<file path="src/include/ccdic_regs.svh">
// Constants of the cascaded dual interrupt controller: I/O addresses,
// command word bit positions, command codes and reset values.
// Assumes inclusion by bare name from the design files.
`ifndef CCDIC_REGS_SVH
`define CCDIC_REGS_SVH

// I/O addresses of the two controllers
`define CCDIC_MASTER_EVEN   16'h0020
`define CCDIC_MASTER_ODD    16'h0021
`define CCDIC_SLAVE_EVEN    16'h00A0
`define CCDIC_SLAVE_ODD     16'h00A1
`define CCDIC_UNMAPPED_RD   8'h00

// Even address write: word selection bits
`define CCDIC_INIT_BIT      4
`define CCDIC_OCW_SEL_BIT   3

// Init start word fields
`define CCDIC_LEVEL_BIT     3
`define CCDIC_SINGLE_BIT    1
`define CCDIC_NEED_MODE_BIT 0

// Mode word field
`define CCDIC_AUTO_EOS_BIT  1

// Read select word fields
`define CCDIC_ESMM_BIT      6
`define CCDIC_SMM_BIT       5
`define CCDIC_RR_BIT        1
`define CCDIC_RIS_BIT       0

// Rotation and end of service command codes, data bits 7 to 5
`define CCDIC_OP_ROT_AEOS_CLR 3'h0
`define CCDIC_OP_NS_EOS       3'h1
`define CCDIC_OP_NOP          3'h2
`define CCDIC_OP_SP_EOS       3'h3
`define CCDIC_OP_ROT_AEOS_SET 3'h4
`define CCDIC_OP_ROT_NS_EOS   3'h5
`define CCDIC_OP_SET_PRIO     3'h6
`define CCDIC_OP_ROT_SP_EOS   3'h7

// Channel numbers and reset values
`define CCDIC_CASC_CHAN     3'h2
`define CCDIC_SPUR_CHAN     3'h7
`define CCDIC_LOWEST_RST    3'h7
`define CCDIC_SLAVE_ID_RST  8'h07
`define CCDIC_MASTER_CASC   8'h04

`endif

</file>
<file path="src/include/ccdic_pkg.sv">
// Types of the cascaded dual interrupt controller.
// Assumes no other package; constants live in ccdic_regs.svh.
package ccdic_pkg;

  // Init word sequence, Gray coded along the usual path
  typedef enum logic [1:0] {
    CCDIC_ICW_IDLE = 2'h0,
    CCDIC_ICW_VEC  = 2'h1,
    CCDIC_ICW_CASC = 2'h3,
    CCDIC_ICW_MODE = 2'h2
  } ccdic_icw_e;

  // Register port request from the processor side
  typedef struct packed {
    logic [15:0] addr;
    logic [7:0]  wdata;
    logic        wr;
    logic        rd;
  } ccdic_io_req_s;

  // State of one controller
  typedef struct packed {
    logic [7:0]  pending_request_reg;
    logic [7:0]  in_service_reg;
    logic [7:0]  channel_mask_reg;
    logic [7:0]  in_d;
    logic [4:0]  vbase;
    logic [7:0]  casc;
    logic [2:0]  lowest;
    ccdic_icw_e  icw;
    logic        single;
    logic        need_mode;
    logic        level;
    logic        auto_eos;
    logic        rot_auto;
    logic        smm;
    logic        rd_isr;
    logic        ack_valid;
    logic        ack_spur;
    logic        ack_casc;
    logic [2:0]  ack_chan;
  } ccdic_state_s;

endpackage

</file>
<file path="src/rtl/ccdic_prio.sv">
// Priority resolver of one controller: finds the highest priority set bit.
// Assumes top is the channel that currently holds the highest priority.
`timescale 1ns/10ps

module ccdic_prio (
  // Request vector and rotation
  input  wire logic [7:0] req,
  input  wire logic [2:0] top,
  // Result
  output logic            found,
  output logic [2:0]      chan,
  output logic [2:0]      rank
);

  logic [7:0] rot;

  // Rotate so that the top channel sits at rank zero, then pick the first
  always_comb begin
    rot   = 8'h00;
    found = 1'b0;
    rank  = 3'h0;
    for (int i = 0; i < 8; i++) begin
      rot[i] = req[3'(i) + top];
    end
    for (int i = 7; i >= 0; i--) begin
      if (rot[i]) begin
        found = 1'b1;
        rank  = 3'(i);
      end
    end
  end

  // Map rank back to channel number
  assign chan = rank + top;

endmodule // ccdic_prio

</file>
<file path="src/rtl/ccdic_top.sv">
// Cascaded pair of interrupt controllers giving 15 request channels.
// Assumes register port strobes and acknowledge strobes on clock;
// request lines arrive asynchronously and are synchronised here.
//
// Implementation choices: the address map and the address-and-strobe port.
`timescale 1ns/10ps
`include "ccdic_regs.svh"

module ccdic_top (
  // Clock and reset
  input  wire logic                     clock,
  input  wire logic                     rst,
  // Register port
  input  wire ccdic_pkg::ccdic_io_req_s io_req,
  output logic [7:0]                    rdata_ff,
  // Request sources
  input  wire logic                     timer0_output,
  input  wire logic                     rtc_irq,
  input  wire logic                     irq1,
  input  wire logic [4:0]               irq3_7,
  input  wire logic [6:0]               irq9_15,
  // Processor interrupt and acknowledge
  output logic                          cpu_intr,
  input  wire logic                     iack_first,
  input  wire logic                     iack_second,
  // Peripheral data bus, vector drive
  output logic [7:0]                    periph_data_ff,
  output logic                          periph_data_oe_n_ff
);

  ////////////////////////////////////////////////////////////////////////
  // Shared decoding

  // Exact I/O address match
  function automatic logic io_hit(input logic [15:0] a, input logic [15:0] b);
    return a == b;
  endfunction

  ////////////////////////////////////////////////////////////////////////
  // Request synchronisers

  logic [15:0] raw_irq;
  logic [15:0] sync1_ff;
  logic [15:0] sync2_ff;
  logic [1:0]  int_w;
  logic [2:0]  pch_w [2];
  logic [7:0]  casc_w [2];
  logic [1:0]  drive_w;
  logic [7:0]  vec_w [2];
  logic [1:0]  hit_w;
  logic [7:0]  rd_w [2];
  logic        casc_act;

  // Source map, channel 2 of the master is internal
  assign raw_irq = {irq9_15, rtc_irq, irq3_7, 1'b0, irq1, timer0_output};

  // Two flops before any logic reads a pin
  always_ff @(posedge clock) begin
    if (rst) begin
      sync1_ff <= 16'h0000;
      sync2_ff <= 16'h0000;
    end else begin
      sync1_ff <= raw_irq;
      sync2_ff <= sync1_ff;
    end
  end

  // Master takes the cascade path when its winner has a slave behind it
  assign casc_act = int_w[0] && casc_w[0][pch_w[0]];
  assign cpu_intr = int_w[0];

  ////////////////////////////////////////////////////////////////////////
  // Two controllers

  for (genvar gi = 0; gi < 2; gi++) begin : g_ctl
    ccdic_pkg::ccdic_state_s st_ff;
    ccdic_pkg::ccdic_state_s nxt_st;
    logic [7:0] chan_in;
    logic [7:0] eff_isr;
    logic [2:0] top;
    logic       pf;
    logic       isf;
    logic [2:0] pch;
    logic [2:0] prk;
    logic [2:0] ich;
    logic [2:0] irk;
    logic       sel_even;
    logic       sel_odd;
    logic       mine;
    logic       spur;

    // Channel inputs; slave output lands on master channel 2
    if (gi == 0) begin : g_master
      assign chan_in  = {sync2_ff[7:3], int_w[1], sync2_ff[1:0]};
      assign sel_even = io_hit(io_req.addr, `CCDIC_MASTER_EVEN);
      assign sel_odd  = io_hit(io_req.addr, `CCDIC_MASTER_ODD);
      assign mine     = 1'b1;
    end else begin : g_slave
      assign chan_in  = sync2_ff[15:8];
      assign sel_even = io_hit(io_req.addr, `CCDIC_SLAVE_EVEN);
      assign sel_odd  = io_hit(io_req.addr, `CCDIC_SLAVE_ODD);
      assign mine     = casc_act && (st_ff.casc[2:0] == pch_w[0]);
    end

    // Priority: top channel follows the lowest one
    assign top     = st_ff.lowest + 3'h1;
    assign eff_isr = st_ff.smm ? (st_ff.in_service_reg & ~st_ff.channel_mask_reg) : st_ff.in_service_reg;

    ccdic_prio u_pend (
      .req   (st_ff.pending_request_reg & ~st_ff.channel_mask_reg),
      .top   (top),
      .found (pf),
      .chan  (pch),
      .rank  (prk)
    );

    ccdic_prio u_serv (
      .req   (eff_isr),
      .top   (top),
      .found (isf),
      .chan  (ich),
      .rank  (irk)
    );

    // Request qualifies only above every channel in service, except masked ones in special mask mode
    assign int_w[gi]  = pf && (!isf || (prk < irk));
    assign spur       = !int_w[gi];
    assign pch_w[gi]  = pch;
    assign casc_w[gi] = st_ff.casc;

    // Vector on second acknowledge; master yields when cascaded
    assign drive_w[gi] = iack_second && st_ff.ack_valid && !st_ff.ack_casc;
    assign vec_w[gi]   = {st_ff.vbase, st_ff.ack_chan};

    // Read port answers
    assign hit_w[gi] = sel_even || sel_odd;
    assign rd_w[gi]  = sel_odd ? st_ff.channel_mask_reg : (st_ff.rd_isr ? st_ff.in_service_reg : st_ff.pending_request_reg);

    // Next state of one controller
    always_comb begin
      nxt_st      = st_ff;
      nxt_st.in_d = chan_in;
      // Edge or level latching; a withdrawn line drops its request
      if (st_ff.level) begin
        nxt_st.pending_request_reg = chan_in;
      end else begin
        nxt_st.pending_request_reg = (st_ff.pending_request_reg | (chan_in & ~st_ff.in_d)) & chan_in;
      end
      // First acknowledge: winner goes in service
      if (iack_first && mine) begin
        nxt_st.ack_valid = 1'b1;
        nxt_st.ack_spur  = spur;
        nxt_st.ack_chan  = spur ? `CCDIC_SPUR_CHAN : pch;
        nxt_st.ack_casc  = (gi == 0) && casc_act;
        if (!spur) begin
          nxt_st.in_service_reg[pch] = 1'b1;
          nxt_st.pending_request_reg[pch] = 1'b0;
        end
      end
      // Second acknowledge closes the cycle, optional automatic end
      if (iack_second && st_ff.ack_valid) begin
        nxt_st.ack_valid = 1'b0;
        if (st_ff.auto_eos && !st_ff.ack_spur) begin
          nxt_st.in_service_reg[st_ff.ack_chan] = 1'b0;
          if (st_ff.rot_auto) begin
            nxt_st.lowest = st_ff.ack_chan;
          end
        end
      end
      // Even address writes
      if (io_req.wr && sel_even) begin
        if (io_req.wdata[`CCDIC_INIT_BIT]) begin
          nxt_st.icw       = ccdic_pkg::CCDIC_ICW_VEC;
          nxt_st.level     = io_req.wdata[`CCDIC_LEVEL_BIT];
          nxt_st.single    = io_req.wdata[`CCDIC_SINGLE_BIT];
          nxt_st.need_mode = io_req.wdata[`CCDIC_NEED_MODE_BIT];
          nxt_st.channel_mask_reg       = 8'h00;
          nxt_st.lowest    = `CCDIC_LOWEST_RST;
          nxt_st.rot_auto  = 1'b0;
          nxt_st.auto_eos  = 1'b0;
          nxt_st.smm       = 1'b0;
          nxt_st.rd_isr    = 1'b0;
          nxt_st.casc      = (gi == 0) ? st_ff.casc : `CCDIC_SLAVE_ID_RST;
        end else if (io_req.wdata[`CCDIC_OCW_SEL_BIT]) begin
          nxt_st.icw = ccdic_pkg::CCDIC_ICW_IDLE;
          if (io_req.wdata[`CCDIC_ESMM_BIT]) begin
            nxt_st.smm = io_req.wdata[`CCDIC_SMM_BIT];
          end
          if (io_req.wdata[`CCDIC_RR_BIT]) begin
            nxt_st.rd_isr = io_req.wdata[`CCDIC_RIS_BIT];
          end
        end else begin
          nxt_st.icw = ccdic_pkg::CCDIC_ICW_IDLE;
          case (io_req.wdata[7:5])
            `CCDIC_OP_NS_EOS, `CCDIC_OP_ROT_NS_EOS: begin
              if (isf) begin
                nxt_st.in_service_reg[ich] = 1'b0;
                if (io_req.wdata[7] || st_ff.rot_auto) begin
                  nxt_st.lowest = ich;
                end
              end
            end
            `CCDIC_OP_SP_EOS, `CCDIC_OP_ROT_SP_EOS: begin
              nxt_st.in_service_reg[io_req.wdata[2:0]] = 1'b0;
              if (io_req.wdata[7] || st_ff.rot_auto) begin
                nxt_st.lowest = io_req.wdata[2:0];
              end
            end
            `CCDIC_OP_SET_PRIO:     nxt_st.lowest = io_req.wdata[2:0];
            `CCDIC_OP_ROT_AEOS_SET: nxt_st.rot_auto = 1'b1;
            `CCDIC_OP_ROT_AEOS_CLR: nxt_st.rot_auto = 1'b0;
            default:                nxt_st.rot_auto = st_ff.rot_auto;
          endcase
        end
      end
      // Odd address writes: init sequence or mask
      if (io_req.wr && sel_odd) begin
        case (st_ff.icw)
          ccdic_pkg::CCDIC_ICW_VEC: begin
            nxt_st.vbase = io_req.wdata[7:3];
            if (!st_ff.single) begin
              nxt_st.icw = ccdic_pkg::CCDIC_ICW_CASC;
            end else if (st_ff.need_mode) begin
              nxt_st.icw = ccdic_pkg::CCDIC_ICW_MODE;
            end else begin
              nxt_st.icw = ccdic_pkg::CCDIC_ICW_IDLE;
            end
          end
          ccdic_pkg::CCDIC_ICW_CASC: begin
            nxt_st.casc = io_req.wdata;
            nxt_st.icw  = st_ff.need_mode ? ccdic_pkg::CCDIC_ICW_MODE
                                          : ccdic_pkg::CCDIC_ICW_IDLE;
          end
          ccdic_pkg::CCDIC_ICW_MODE: begin
            nxt_st.auto_eos = io_req.wdata[`CCDIC_AUTO_EOS_BIT];
            nxt_st.icw      = ccdic_pkg::CCDIC_ICW_IDLE;
          end
          default: nxt_st.channel_mask_reg = io_req.wdata;
        endcase
      end
      // Acknowledge set wins over an end command in the same cycle
      if (iack_first && mine && !spur) begin
        nxt_st.in_service_reg[pch] = 1'b1;
      end
    end

    // State registers of one controller
    always_ff @(posedge clock) begin
      if (rst) begin
        st_ff        <= '0;
        st_ff.lowest <= `CCDIC_LOWEST_RST;
        st_ff.casc   <= (gi == 0) ? `CCDIC_MASTER_CASC : `CCDIC_SLAVE_ID_RST;
      end else begin
        st_ff <= nxt_st;
      end
    end
  end

  ////////////////////////////////////////////////////////////////////////
  // Read data and vector drive

  logic [7:0] nxt_rdata;
  logic [7:0] nxt_periph_data;
  logic       nxt_periph_oe_n;

  // Read data stands one cycle; vector drives the bus one cycle
  always_comb begin
    nxt_rdata       = `CCDIC_UNMAPPED_RD;
    nxt_periph_data = periph_data_ff;
    nxt_periph_oe_n = 1'b1;
    if (io_req.rd && hit_w[0]) begin
      nxt_rdata = rd_w[0];
    end else if (io_req.rd && hit_w[1]) begin
      nxt_rdata = rd_w[1];
    end
    if (drive_w[1]) begin
      nxt_periph_data = vec_w[1];
      nxt_periph_oe_n = 1'b0;
    end else if (drive_w[0]) begin
      nxt_periph_data = vec_w[0];
      nxt_periph_oe_n = 1'b0;
    end
  end

  // Output registers
  always_ff @(posedge clock) begin
    if (rst) begin
      rdata_ff            <= `CCDIC_UNMAPPED_RD;
      periph_data_ff      <= `CCDIC_UNMAPPED_RD;
      periph_data_oe_n_ff <= 1'b1;
    end else begin
      rdata_ff            <= nxt_rdata;
      periph_data_ff      <= nxt_periph_data;
      periph_data_oe_n_ff <= nxt_periph_oe_n;
    end
  end

endmodule // ccdic_top

</file>
<file path="config.mk">
export PLATFORM = sky130hd
export DESIGN_NAME = ccdic_top
export DESIGN_NICKNAME = d
export VERILOG_FILES = /design/src/include/ccdic_pkg.sv /design/src/rtl/ccdic_prio.sv /design/src/rtl/ccdic_top.sv
export VERILOG_INCLUDE_DIRS = /design/src /design/src/include
export SDC_FILE = /design/constraint.sdc
export NUM_CORES = 1
export LEC_CHECK = 0
export ABC_CLOCK_PERIOD_IN_PS = 5700
export BUFFER_PORTS_ARGS = -buffer_cell sky130_fd_sc_hd__buf_4
export CAP_MARGIN = 0
export CORE_MARGIN = 3
export CORE_UTILIZATION = 40
export DETAILED_ROUTE_END_ITERATION = 12
export PLACE_DENSITY = 0.58
export SLEW_MARGIN = 10
export SYNTH_ARGS = -nofsm -noshare
export SYNTH_HDL_FRONTEND = slang
export SYNTH_SLANG_ARGS = --single-unit
</file>
<file path="constraint.sdc">
create_clock -name clock -period 5.7 [get_ports clock]
set_clock_uncertainty 0.1 [all_clocks]
set_input_delay 0.285 -clock clock [delete_from_list [all_inputs] [get_ports clock]]
set_output_delay 0.285 -clock clock [all_outputs]
set_load 0.005 [all_outputs]
</file>
Yosys cells after proc, flatten, opt, wreduce, memory -nomap -nowiden
Cells that the tools add are included.
Operators by class
  bitwise logic cells: 33
  add/sub/neg operators: 20
  reductions and logical operators: 60
  eq/ne operators: 18
  magnitude comparators: 32
  mux-type cells: 231
Operator list (count)
  $mux W8: 35
  $mux W3: 49
  $and A8 B8 Y8: 16
  $bmux W1 S3: 33
  $mux W16: 6
  $lt A3 B4 Y1 const B: 23
  $not A8 Y8: 11
  $mux W1: 81
  $or A8 B8 Y8: 6
  $eq A16 B6 Y1 const B: 2
  $eq A16 B8 Y1 const B: 2
  $pmux W8 S2: 2
  $logic_and A1 B1 Y1: 25
  $add A3 B3 Y3 const A: 8
  $demux W1 S3: 7
  $ge A3 B1 Y1 const B: 7
  $mux W20: 1
  $pmux W3 S3: 2
  $reduce_and A3 Y1: 6
  $mux W2: 7
  $add A2 B3 Y3 const A: 4
  $add A3 B3 Y3: 4
  $eq A3 B3 Y1 const B: 4
  $mux W12: 1
  other kinds (21): 52
Storage, ports and cells
  logic and storage cells: 437
  input bits: 45
  register bits: 174
  output and inout port bits: 18

Depth between registers and ports, before layout
Gate-level depths: netlist (run 1).
  depth in word-level cells: 34
  gate-level depth with buffers: 21
  gate-level depth less buffers: 17

Hierarchy
Synthesis (run 1) repeated with hierarchy kept, for this count alone.
Unflattened totals
  cell total of the unflattened synthesis: 1197
  area, all modules: 10577.6 um2
Modules (own cells, without submodules)
  ccdic_top: instances 1, seq. area each 3343.2 um2, cells each 905, area each 8005.2 um2
  ccdic_prio: instances 4, seq. area each 0.0 um2, cells each 73, area each 643.1 um2

Least setup slack after synthesis (run 1)
No wires, ideal clock.
  path type: register -> register
  start point: register g_ctl[1].st_ff[15] in the netlist's numbering
  end point: register g_ctl[1].st_ff[17] in the netlist's numbering
  path buffers: 3
  setup time: 0.074 ns
  clock period less this slack: 4.946 ns
  stages on the path, launching flop included: 18
  data arrival time: 4.772 ns
  slack: 0.754 ns
  cell sequence: dfxtp_1 > buf_2 > buf_2 > clkinv_1 > ha_1 > clkbuf_1 > xnor2_1 > mux4_2 > a211oi_1 > a21oi_1 > o21ai_0 > nand3b_1 > fa_1 > xnor2_1 > xnor2_1 > nor3b_1 > o311a_1 > o21ai_0
On the way
  word-level cells in the longest chain between the ends: 19
  elaborated cells on any way between the ends: 47
  those cells by class: add/sub (9); mux (38)
RTL lines
  start, declared: line ccdic_top.sv:76  | ccdic_pkg::ccdic_state_s st_ff;
  start signal, assigned: line ccdic_top.sv:254  | st_ff <= nxt_st;
  $add A3 B1 Y3 (*): line ccdic_top.sv:106  | assign top = st_ff.lowest + 3'h1;
  $add A3 B3 Y3: line ccdic_prio.sv:23  | rot[i] = req[3'(i) + top];
  $bmux W1 S3: line ccdic_prio.sv:23
  $mux W1 (not written as such): line ccdic_prio.sv:23
  $mux W3 (8 in series): line ccdic_prio.sv:26  | if (rot[i]) begin
  $add A3 B3 Y3: line ccdic_prio.sv:34  | assign chan = rank + top;
  $mux W3: line ccdic_top.sv:198  | if (io_req.wdata[7] || st_ff.rot_auto) begin
  $mux W3 (*): line ccdic_top.sv:196  | if (isf) begin
  $pmux W3 S3 (*): line ccdic_top.sv:194  | case (io_req.wdata[7:5])
  $mux W3 (*): line ccdic_top.sv:184  | end else if (io_req.wdata[`CCDIC_OCW_SEL_BIT]) begin
  $mux W5 (*): line ccdic_top.sv:172  | if (io_req.wdata[`CCDIC_INIT_BIT]) begin
  $mux W20 (*): line ccdic_top.sv:171  | if (io_req.wr && sel_even) begin
Mark *: on every way between the ends. The rest lies on a longest branch, timed or not. The select of a mux whose other input is x is not followed.
A chain may end at the register's enable or synchronous reset.

Worst setup path after layout (run 1)
  start point: register g_ctl[0].st_ff[15] in the netlist's numbering
  end point: register g_ctl[1].st_ff[57] in the netlist's numbering
On the way
  word-level cells in the longest chain between the ends: 19
  elaborated cells on any way between the ends: 84
  those cells by class: add/sub (9); order compare (1); eq/ne (1); mux (67); reduce/logical (6)
RTL lines
  start, declared: line ccdic_top.sv:76
  start signal, assigned: line ccdic_top.sv:254
  $add A3 B1 Y3 (*): line ccdic_top.sv:106
  $add A3 B3 Y3: line ccdic_prio.sv:23
  $bmux W1 S3: line ccdic_prio.sv:23
  $mux W1 (not written as such): line ccdic_prio.sv:23
  $mux W3 / $mux W1 (equally long branches) (8 in series): line ccdic_prio.sv:26
  $add A3 B3 Y3, or another cell as far along: line ccdic_prio.sv:34
  $bmux W1 S3 / $logic_or A1 B1 Y1 (equally long branches): line ccdic_top.sv:69, ccdic_top.sv:126
  $mux W1 (not written as such) / $logic_and A1 B1 Y1 (equally long branches): line ccdic_top.sv:69, ccdic_top.sv:126
  $logic_and A1 B1 Y1: line ccdic_top.sv:69  | assign casc_act = int_w[0] && casc_w[0][pch_w[0]];
  $logic_and A1 B1 Y1 (*): line ccdic_top.sv:102  | assign mine = casc_act && (st_ff.casc[2:0] == pch_w[0]);
  $logic_and A1 B1 Y1 (*): line ccdic_top.sv:150  | if (iack_first && mine) begin
  $mux W16 (*): line ccdic_top.sv:150
Marks and branches as above.

==> impl_metrics.toml, run 1 <==
[power]
sequentialPowerShare = 0.446
power_leakage_nw = 4.55
net-switching-power_w = 0.000804
swShare = 0.295
power_w = 0.00272
power.internal_w = 0.00192
combPwrFrac = 0.112
pwr-share-clk = 0.443
power_per_cell_area_nw_per_um2 = 231
max-vdd-ir-drop_mv = 0.167

[synth]
post-synth-top-area-cell = "sky130_fd_sc_hd__dfxtp_1"
synth_top_area_share = 0.324
synth-seq-area-share = 0.324
dominantRegCellSynth = "sky130_fd_sc_hd__dfxtp_1"
ys_async_sr_fraction = 0
number_of_synthesized_flops_with_an_enable_pin = 0
synth.most_common_cell = "sky130_fd_sc_hd__dfxtp_1"
ys_types = 78
synthesis.area_um2 = 10300
synth_commonest_cells = "167 x sky130_fd_sc_hd__dfxtp_1, 132 x sky130_fd_sc_hd__nor2_1, 108 x sky130_fd_sc_hd__nand2_1"
ys.warnings.count = 0
avgSynthCellArea_um2 = 8.60
synth.net_count = 1262
yosys_register_bits = 167
post_synth_inst_count = 1201
synth_top_cells_by_area = "sky130_fd_sc_hd__dfxtp_1 32%, sky130_fd_sc_hd__mux2i_1 7.3%, sky130_fd_sc_hd__mux4_2 6.5%"

[setup_path]
timing.critical_path.required_ns = 5.88
critical_path.startpoint = "g_ctl[0].st_ff[15]$_SDFF_PP1_"
r2r_setup_slack_ns = 0.40
crit_fanout = 18
critical_path_arrival_ns = 5.48
critical_path_source_type = "flop"
setup.worst_path.end_class = "flop"
critical_path.reg2reg.startpoint = "g_ctl[0].st_ff[15]$_SDFF_PP1_"
critPathSlowestCell = "sky130_fd_sc_hd__fa_1"
cp_cell_sequence = "buf_4 -> ha_1 -> xor2_2 -> mux4_2 -> o31a_1 -> or3_1 -> fa_1 -> mux4_2 -> and3_1 -> nand3_1 -> o2111ai_1 -> a21bo_2 -> nor3_4 -> a31oi_1"
crit_path_frequent_cell = "sky130_fd_sc_hd__mux4_2"
worst_stage_delay_on_the_critical_path_ns = 0.79
critical_path_class = "flop to flop"

[detailed_routing]
drt-total-wl_um = 30900
drt.antenna.violating_nets = 0
wl_per_cell_um = 19.5
via_count = 9307
drt-initial-drc-count = 862
detail_route.first_pass.iterations = 8
drt_drc_violations_left = 0
post_drt_via_cell_ratio = 5.87

[floorplan]
core-area_um2 = 25300
area_enclosed_by_the_die_boundary_um2 = 27800
pin_count = 63
die-height_um = 167
initial_core_util = 0.409
fp.dieW_um = 167
rows = 58

[clock_network]
clk_path_buf_depth = 2
cts.reportedPaths.clkPinSlew_ns = 0.08
cts_num_sinks = 167
insertion_delay_ns = 0.44
clock-root-buffer = "sky130_fd_sc_hd__clkbuf_16"
clock_tree_from_tritoncts = "built"
htree_num_levels = 4
cts_repair_resize_count = 0
tritoncts.num_buffers = 17

[timing]
finalCritPeriodShare = 0.931
timing_worst_slew_pin_value_ns = 1.10
hold_viol_final = 0
slew_viol_final = 0
minimum_clock_period_after_layout_ns = 5.30
tns_ns = 0
grt_setup_unrepaired = "false"
setup_violations = 0
fmax_mhz = 189
timing.max_slew.rel_slack = 0.260

[worst_hold_path]
min_path_type = "input pin to flop"
hp-start = "iack_second"

[place]
gp_routability_congestion = 0.936
place.port_buffers = 62
detailed_place_hpwl_um = 22900

[layout]
final_nets = 1303
num_antenna_cells = 0
layout-drive-gt1-share = 0.146
area_growth_pct = 13.9

[global_routing]
first_global_vias = 8631
initial_antenna_violation_count = 0
grt_util_all_layers = 0.217
first_pass_grt_wire_length_um = 48600
grt_start_max_net_pins = 71
aggregate_global_routing_overflow = 0

[run_status]
run_status = "completed"

[run]
max-cap-violations = 0
-- cell usage in the layout, fill, tap and decap left out, types with 7 or more instances in the layout --
| cell type | n |
|---|---|
| sky130_fd_sc_hd__nand4_1 | 8 |
| sky130_fd_sc_hd__dfxtp_1 | 167 |
| sky130_fd_sc_hd__nand2_1 | 108 |
| sky130_fd_sc_hd__nor4_1 | 7 |
| sky130_fd_sc_hd__xnor2_1 | 16 |
| sky130_fd_sc_hd__a21oi_1 | 85 |
| sky130_fd_sc_hd__buf_4 | 76 |
| sky130_fd_sc_hd__or3_1 | 11 |
| sky130_fd_sc_hd__nor2_1 | 132 |
| sky130_fd_sc_hd__o211ai_1 | 8 |
| sky130_fd_sc_hd__dlygate4sd3_1 | 15 |
| sky130_fd_sc_hd__mux4_2 | 30 |
| sky130_fd_sc_hd__nor2b_1 | 69 |
| sky130_fd_sc_hd__o22a_1 | 9 |
| sky130_fd_sc_hd__o2111ai_1 | 11 |
| sky130_fd_sc_hd__inv_1 | 29 |
| sky130_fd_sc_hd__o21ai_0 | 51 |
| sky130_fd_sc_hd__mux2i_1 | 75 |
| sky130_fd_sc_hd__a211oi_1 | 22 |
| sky130_fd_sc_hd__a31oi_1 | 21 |
| sky130_fd_sc_hd__and2_1 | 8 |
| sky130_fd_sc_hd__clkbuf_16 | 17 |
| sky130_fd_sc_hd__nor3_1 | 16 |
| sky130_fd_sc_hd__a21o_1 | 10 |
| sky130_fd_sc_hd__mux2_2 | 23 |
| sky130_fd_sc_hd__o21a_1 | 7 |
| sky130_fd_sc_hd__nor3b_1 | 11 |
| sky130_fd_sc_hd__and3_1 | 10 |
| sky130_fd_sc_hd__a31o_1 | 8 |
| sky130_fd_sc_hd__nand3_1 | 33 |
| sky130_fd_sc_hd__ha_1 | 12 |
| sky130_fd_sc_hd__nand2b_1 | 24 |
-- cell type report --
type,instances,area [um2]
fill,2458,13500
multi-input combinational,934,6560
sequential,167,3340
timing repair buffer,91,721
clock buffer,17,425
tap,330,413
clock inverter,15,198
inverter,31,116
-- flip-flops by register name (all words and copies together) (netlist names) --
register	flops
sync1_ff	15
sync2_ff	15
rdata_ff	8
periph_data_oe_n_ff	1
periph_data_ff	8
g_ctl.st_ff	109
casc_w	11
-- final timing paths --
kind	endpoint	cells past startpoint
worst max register to register	g_ctl[1].st_ff[57]$_SDFF_PP0_	14
worst max-delay path	g_ctl[1].st_ff[57]$_SDFF_PP0_	14
worst min-delay path	g_ctl[1].st_ff[5]$_SDFFE_PP0N_	3
worst min register to register	sync2_ff[12]$_SDFF_PP0_	1
-- timing repair --
item,in CTS,in global routing
endpoints found under the hold margin,15,0
buffers inserted,0,0
hold buffers,15,0
-- per-stage QoR --
stage | setup WS, ns | instances | utilization | hold WS [ns] | instance area (um2)
after floorplan | 0.754 | 1201 | - | 0.313 | 10300
after global placement | 0.538 | 1538 | 0.435 | 0.318 | 11000
after detailed placement | 0.405 | 1538 | 0.435 | 0.320 | 11000
after CTS | 0.399 | 1585 | 0.466 | 0.0734 | 11800
after global routing | 0.0493 | 1585 | 0.466 | 0.0851 | 11800
final | 0.396 | 1585 | 0.466 | 0.0819 | 11800
-- metal layers --
metal | vias up | track usage | wire length, um
li1 | 4468 | - | -
met1 | 4443 | 0.315 | 14500
met2 | 355 | 0.336 | 13900
met3 | 41 | 0.0351 | 2010
met4 | 0 | 0.0617 | 521
met5 | - | 0 | 0
-- power groups by stage --
| stage | clock network (W) | logic (W) | registers, W |
|---|---|---|---|
| finish | 0.00121 | 0.000304 | 0.00121 |
| global placement | 0 | 0.000290 | 0.00124 |
| detailed placement | 0 | 0.000292 | 0.00124 |
| floorplan | 0 | 0.000197 | 0.00123 |
| global route | 0.00127 | 0.000332 | 0.00122 |
| CTS | 0.00122 | 0.000301 | 0.00121 |
-- cell families (layout without fill, tap and decap cells) --
group	after synthesis	count (layout)	share of synthesized area
adder cells (fa/ha/maj)	16	16	0.0223
buffers and inverters	100	154	0.0421
multiplexers	132	132	0.171
XOR/XNOR	23	23	0.0223
AND/OR/NAND/NOR	470	470	0.230
flip-flops	167	167	0.324
AO/OA/AOI/OAI	293	293	0.189
-- critical path: cells and delay by family (launching register included) --
family	cells	cell delay, ns
fa+ha+maj	2	1.05
flops	1	0.35
xor+xnor	1	0.39
simple gates	4	1.17
mux	2	0.90
buf+inv	1	0.23
compound gates	4	0.93
(Power assumes the default switching activity.)
==> run 2, diff against run 1 <==
--- a/config.mk
+++ b/config.mk
@@ -7,12 +7,13 @@
 export NUM_CORES = 1
 export LEC_CHECK = 0
 export ABC_CLOCK_PERIOD_IN_PS = 5700
-export BUFFER_PORTS_ARGS = -buffer_cell sky130_fd_sc_hd__buf_4
 export CAP_MARGIN = 0
+export CORE_ASPECT_RATIO = 2
 export CORE_MARGIN = 3
 export CORE_UTILIZATION = 40
 export DETAILED_ROUTE_END_ITERATION = 12
-export PLACE_DENSITY = 0.58
+export DONT_BUFFER_PORTS = 1
+export PLACE_DENSITY = 0.56
 export SLEW_MARGIN = 10
 export SYNTH_ARGS = -nofsm -noshare
 export SYNTH_HDL_FRONTEND = slang
==> impl_metrics.toml, run 2 (same netlist as run 1, synthesis figures left out) <==
[detailed_routing]
drt-total-wl_um = 35200
wl_per_cell_um = 22.8
drt_drc_violations_left = 0
detail_route.first_pass.iterations = 5
via_count = 9110
drt.antenna.violating_nets = 0
post_drt_via_cell_ratio = 5.92
drt-initial-drc-count = 640

[timing]
timing_worst_slew_pin_value_ns = 1.00
tns_ns = 0
fmax_mhz = 189
hold_viol_final = 0
setup_violations = 0
grt_setup_unrepaired = "false"
timing.max_slew.rel_slack = 0.331
finalCritPeriodShare = 0.926
slew_viol_final = 0
minimum_clock_period_after_layout_ns = 5.28

[layout]
largest-register = "g_ctl.st_ff"
final_area_um2 = 11400
largest_register_ff_count = 109
layout.cells.most_common = "sky130_fd_sc_hd__dfxtp_1"
final_nets = 1254
layout-drive-gt1-share = 0.103
finish.utilization = 0.453
area_growth_pct = 10.6
final_cell_mix = "167 x sky130_fd_sc_hd__dfxtp_1, 132 x sky130_fd_sc_hd__nor2_1, 108 x sky130_fd_sc_hd__nand2_1"
top_regs = "g_ctl.st_ff x109, sync1_ff x15, sync2_ff x15"
num_antenna_cells = 0

[power]
max-vdd-ir-drop_mv = 0.189
net-switching-power_w = 0.000705
swShare = 0.268
power.internal_w = 0.00193
power_per_cell_area_nw_per_um2 = 231
power_leakage_nw = 4.30
sequentialPowerShare = 0.462
combPwrFrac = 0.105
pwr-share-clk = 0.433

[worst_hold_path]
hp-start = "io_req[7]"
min_path_type = "input pin to flop"

[clock_network]
insertion_delay_ns = 0.44
clk_path_buf_depth = 2
clock-root-buffer = "sky130_fd_sc_hd__clkbuf_16"
tritoncts.num_buffers = 17
cts.reportedPaths.clkPinSlew_ns = 0.07
htree_num_levels = 4
clock_tree_from_tritoncts = "built"
cts_num_sinks = 167

[setup_path]
crit_fanout = 19
r2r_setup_slack_ns = 0.42
critical_path_class = "flop to flop"
timing.critical_path.required_ns = 5.93
setup.worst_path.end_class = "flop"
critical_path.reg2reg.startpoint = "g_ctl[0].st_ff[15]$_SDFF_PP1_"
critical_path_source_type = "flop"
critical_path.startpoint = "g_ctl[0].st_ff[15]$_SDFF_PP1_"
critical_path_arrival_ns = 5.51

[global_routing]
first_global_vias = 8863
aggregate_global_routing_overflow = 0
initial_antenna_violation_count = 0
grt_util_all_layers = 0.251
grt_start_max_net_pins = 134
first_pass_grt_wire_length_um = 52700

[floorplan]
pin_count = 63
fp.dieW_um = 120
core-area_um2 = 25200
area_enclosed_by_the_die_boundary_um2 = 27900
die-height_um = 233
initial_core_util = 0.409
rows = 82

[place]
detailed_place_hpwl_um = 26600
place.port_buffers = 0
gp_routability_congestion = 0.957
placed_cell_area_um2 = 10600

[run_status]
run_status = "completed"

[run]
max-cap-violations = 0
-- run 2: cell types whose count changed in the layout (fill, tap and decap cells not counted), sizes merged --
cell	change
dlygate4sd3	+10
clkbuf	+2
inv	-2
buf	-59
bufinv	+1
clkinvlp	+1
clkinv	-4
-- run 2: power groups by stage --
stage	clock, W	sequential [W]	combinational (W)
after CTS	0.00116	0.00122	0.000274
after global routing	0.00120	0.00122	0.000300
after floorplan	0	0.00123	0.000197
after global placement	0	0.00124	0.000227
after detailed placement	0	0.00124	0.000229
final	0.00114	0.00122	0.000277
-- run 2: final timing paths --
| path | end | depth (start not counted) |
|---|---|---|
| max | g_ctl[1].st_ff[50]$_SDFF_PP0_ | 16 |
| max reg2reg | g_ctl[1].st_ff[50]$_SDFF_PP0_ | 16 |
| min reg2reg | sync2_ff[6]$_SDFF_PP0_ | 1 |
| min | g_ctl[1].st_ff[7]$_SDFFE_PP0P_ | 3 |
-- run 2: final cells by class --
cell class | instances | area (um2)
Clock buffer | 19 | 453
Clock inverter | 11 | 116
Fill cell | 2525 | 13800
Inverter | 31 | 116
Multi-Input combinational cell | 934 | 6570
Sequential cell | 167 | 3340
Tap cell | 336 | 420
Timing Repair Buffer | 42 | 410
-- run 2: critical path: stages, from the launching register on --
cell	delay (ns)
sky130_fd_sc_hd__dfxtp_1	0.32
sky130_fd_sc_hd__buf_4	0.20
sky130_fd_sc_hd__ha_1	0.27
sky130_fd_sc_hd__xor2_2	0.26
sky130_fd_sc_hd__xnor2_1	0.66
sky130_fd_sc_hd__mux2i_1	0.30
sky130_fd_sc_hd__o31a_1	0.31
sky130_fd_sc_hd__or3_1	0.41
sky130_fd_sc_hd__fa_1	0.79
sky130_fd_sc_hd__mux4_2	0.39
sky130_fd_sc_hd__and3_1	0.19
sky130_fd_sc_hd__nand3_1	0.07
sky130_fd_sc_hd__o2111ai_1	0.15
sky130_fd_sc_hd__a21bo_2	0.30
sky130_fd_sc_hd__nor3_4	0.06
sky130_fd_sc_hd__buf_12	0.17
sky130_fd_sc_hd__a31o_1	0.20
-- run 2: timing repair --
item	4_1_cts	5_1_grt
setup endpoints to repair	0	18
setup buffers	0	1
resized for setup	0	0
hold endpoints to repair	154	0
hold buffers	26	0
-- run 2: per-stage QoR --
stage | instances | worst slack (ns) | hold WS [ns] | total power, W
after detailed placement | 1483 | 0.264 | 0.266 | 0.00147
after floorplan | 1201 | 0.754 | 0.313 | 0.00142
after CTS | 1539 | 0.238 | 0.00126 | 0.00265
after global placement | 1483 | 0.453 | 0.266 | 0.00147
final | 1540 | 0.421 | 0.0279 | 0.00263
after global routing | 1540 | 0.0996 | 0.0248 | 0.00272
-- run 2: routing by layer --
| metal | vias to the layer above | share of wire | GRT usage | routed length [um] |
|---|---|---|---|---|
| met3 | 128 | 0.036 | 0.0363 | 1280 |
| met5 | - | 0 | 0 | 0 |
| met1 | 4312 | 0.33 | 0.233 | 11600 |
| met2 | 302 | 0.53 | 0.467 | 18700 |
| li1 | 4368 | - | - | - |
| met4 | 0 | 0.10 | 0.227 | 3600 |
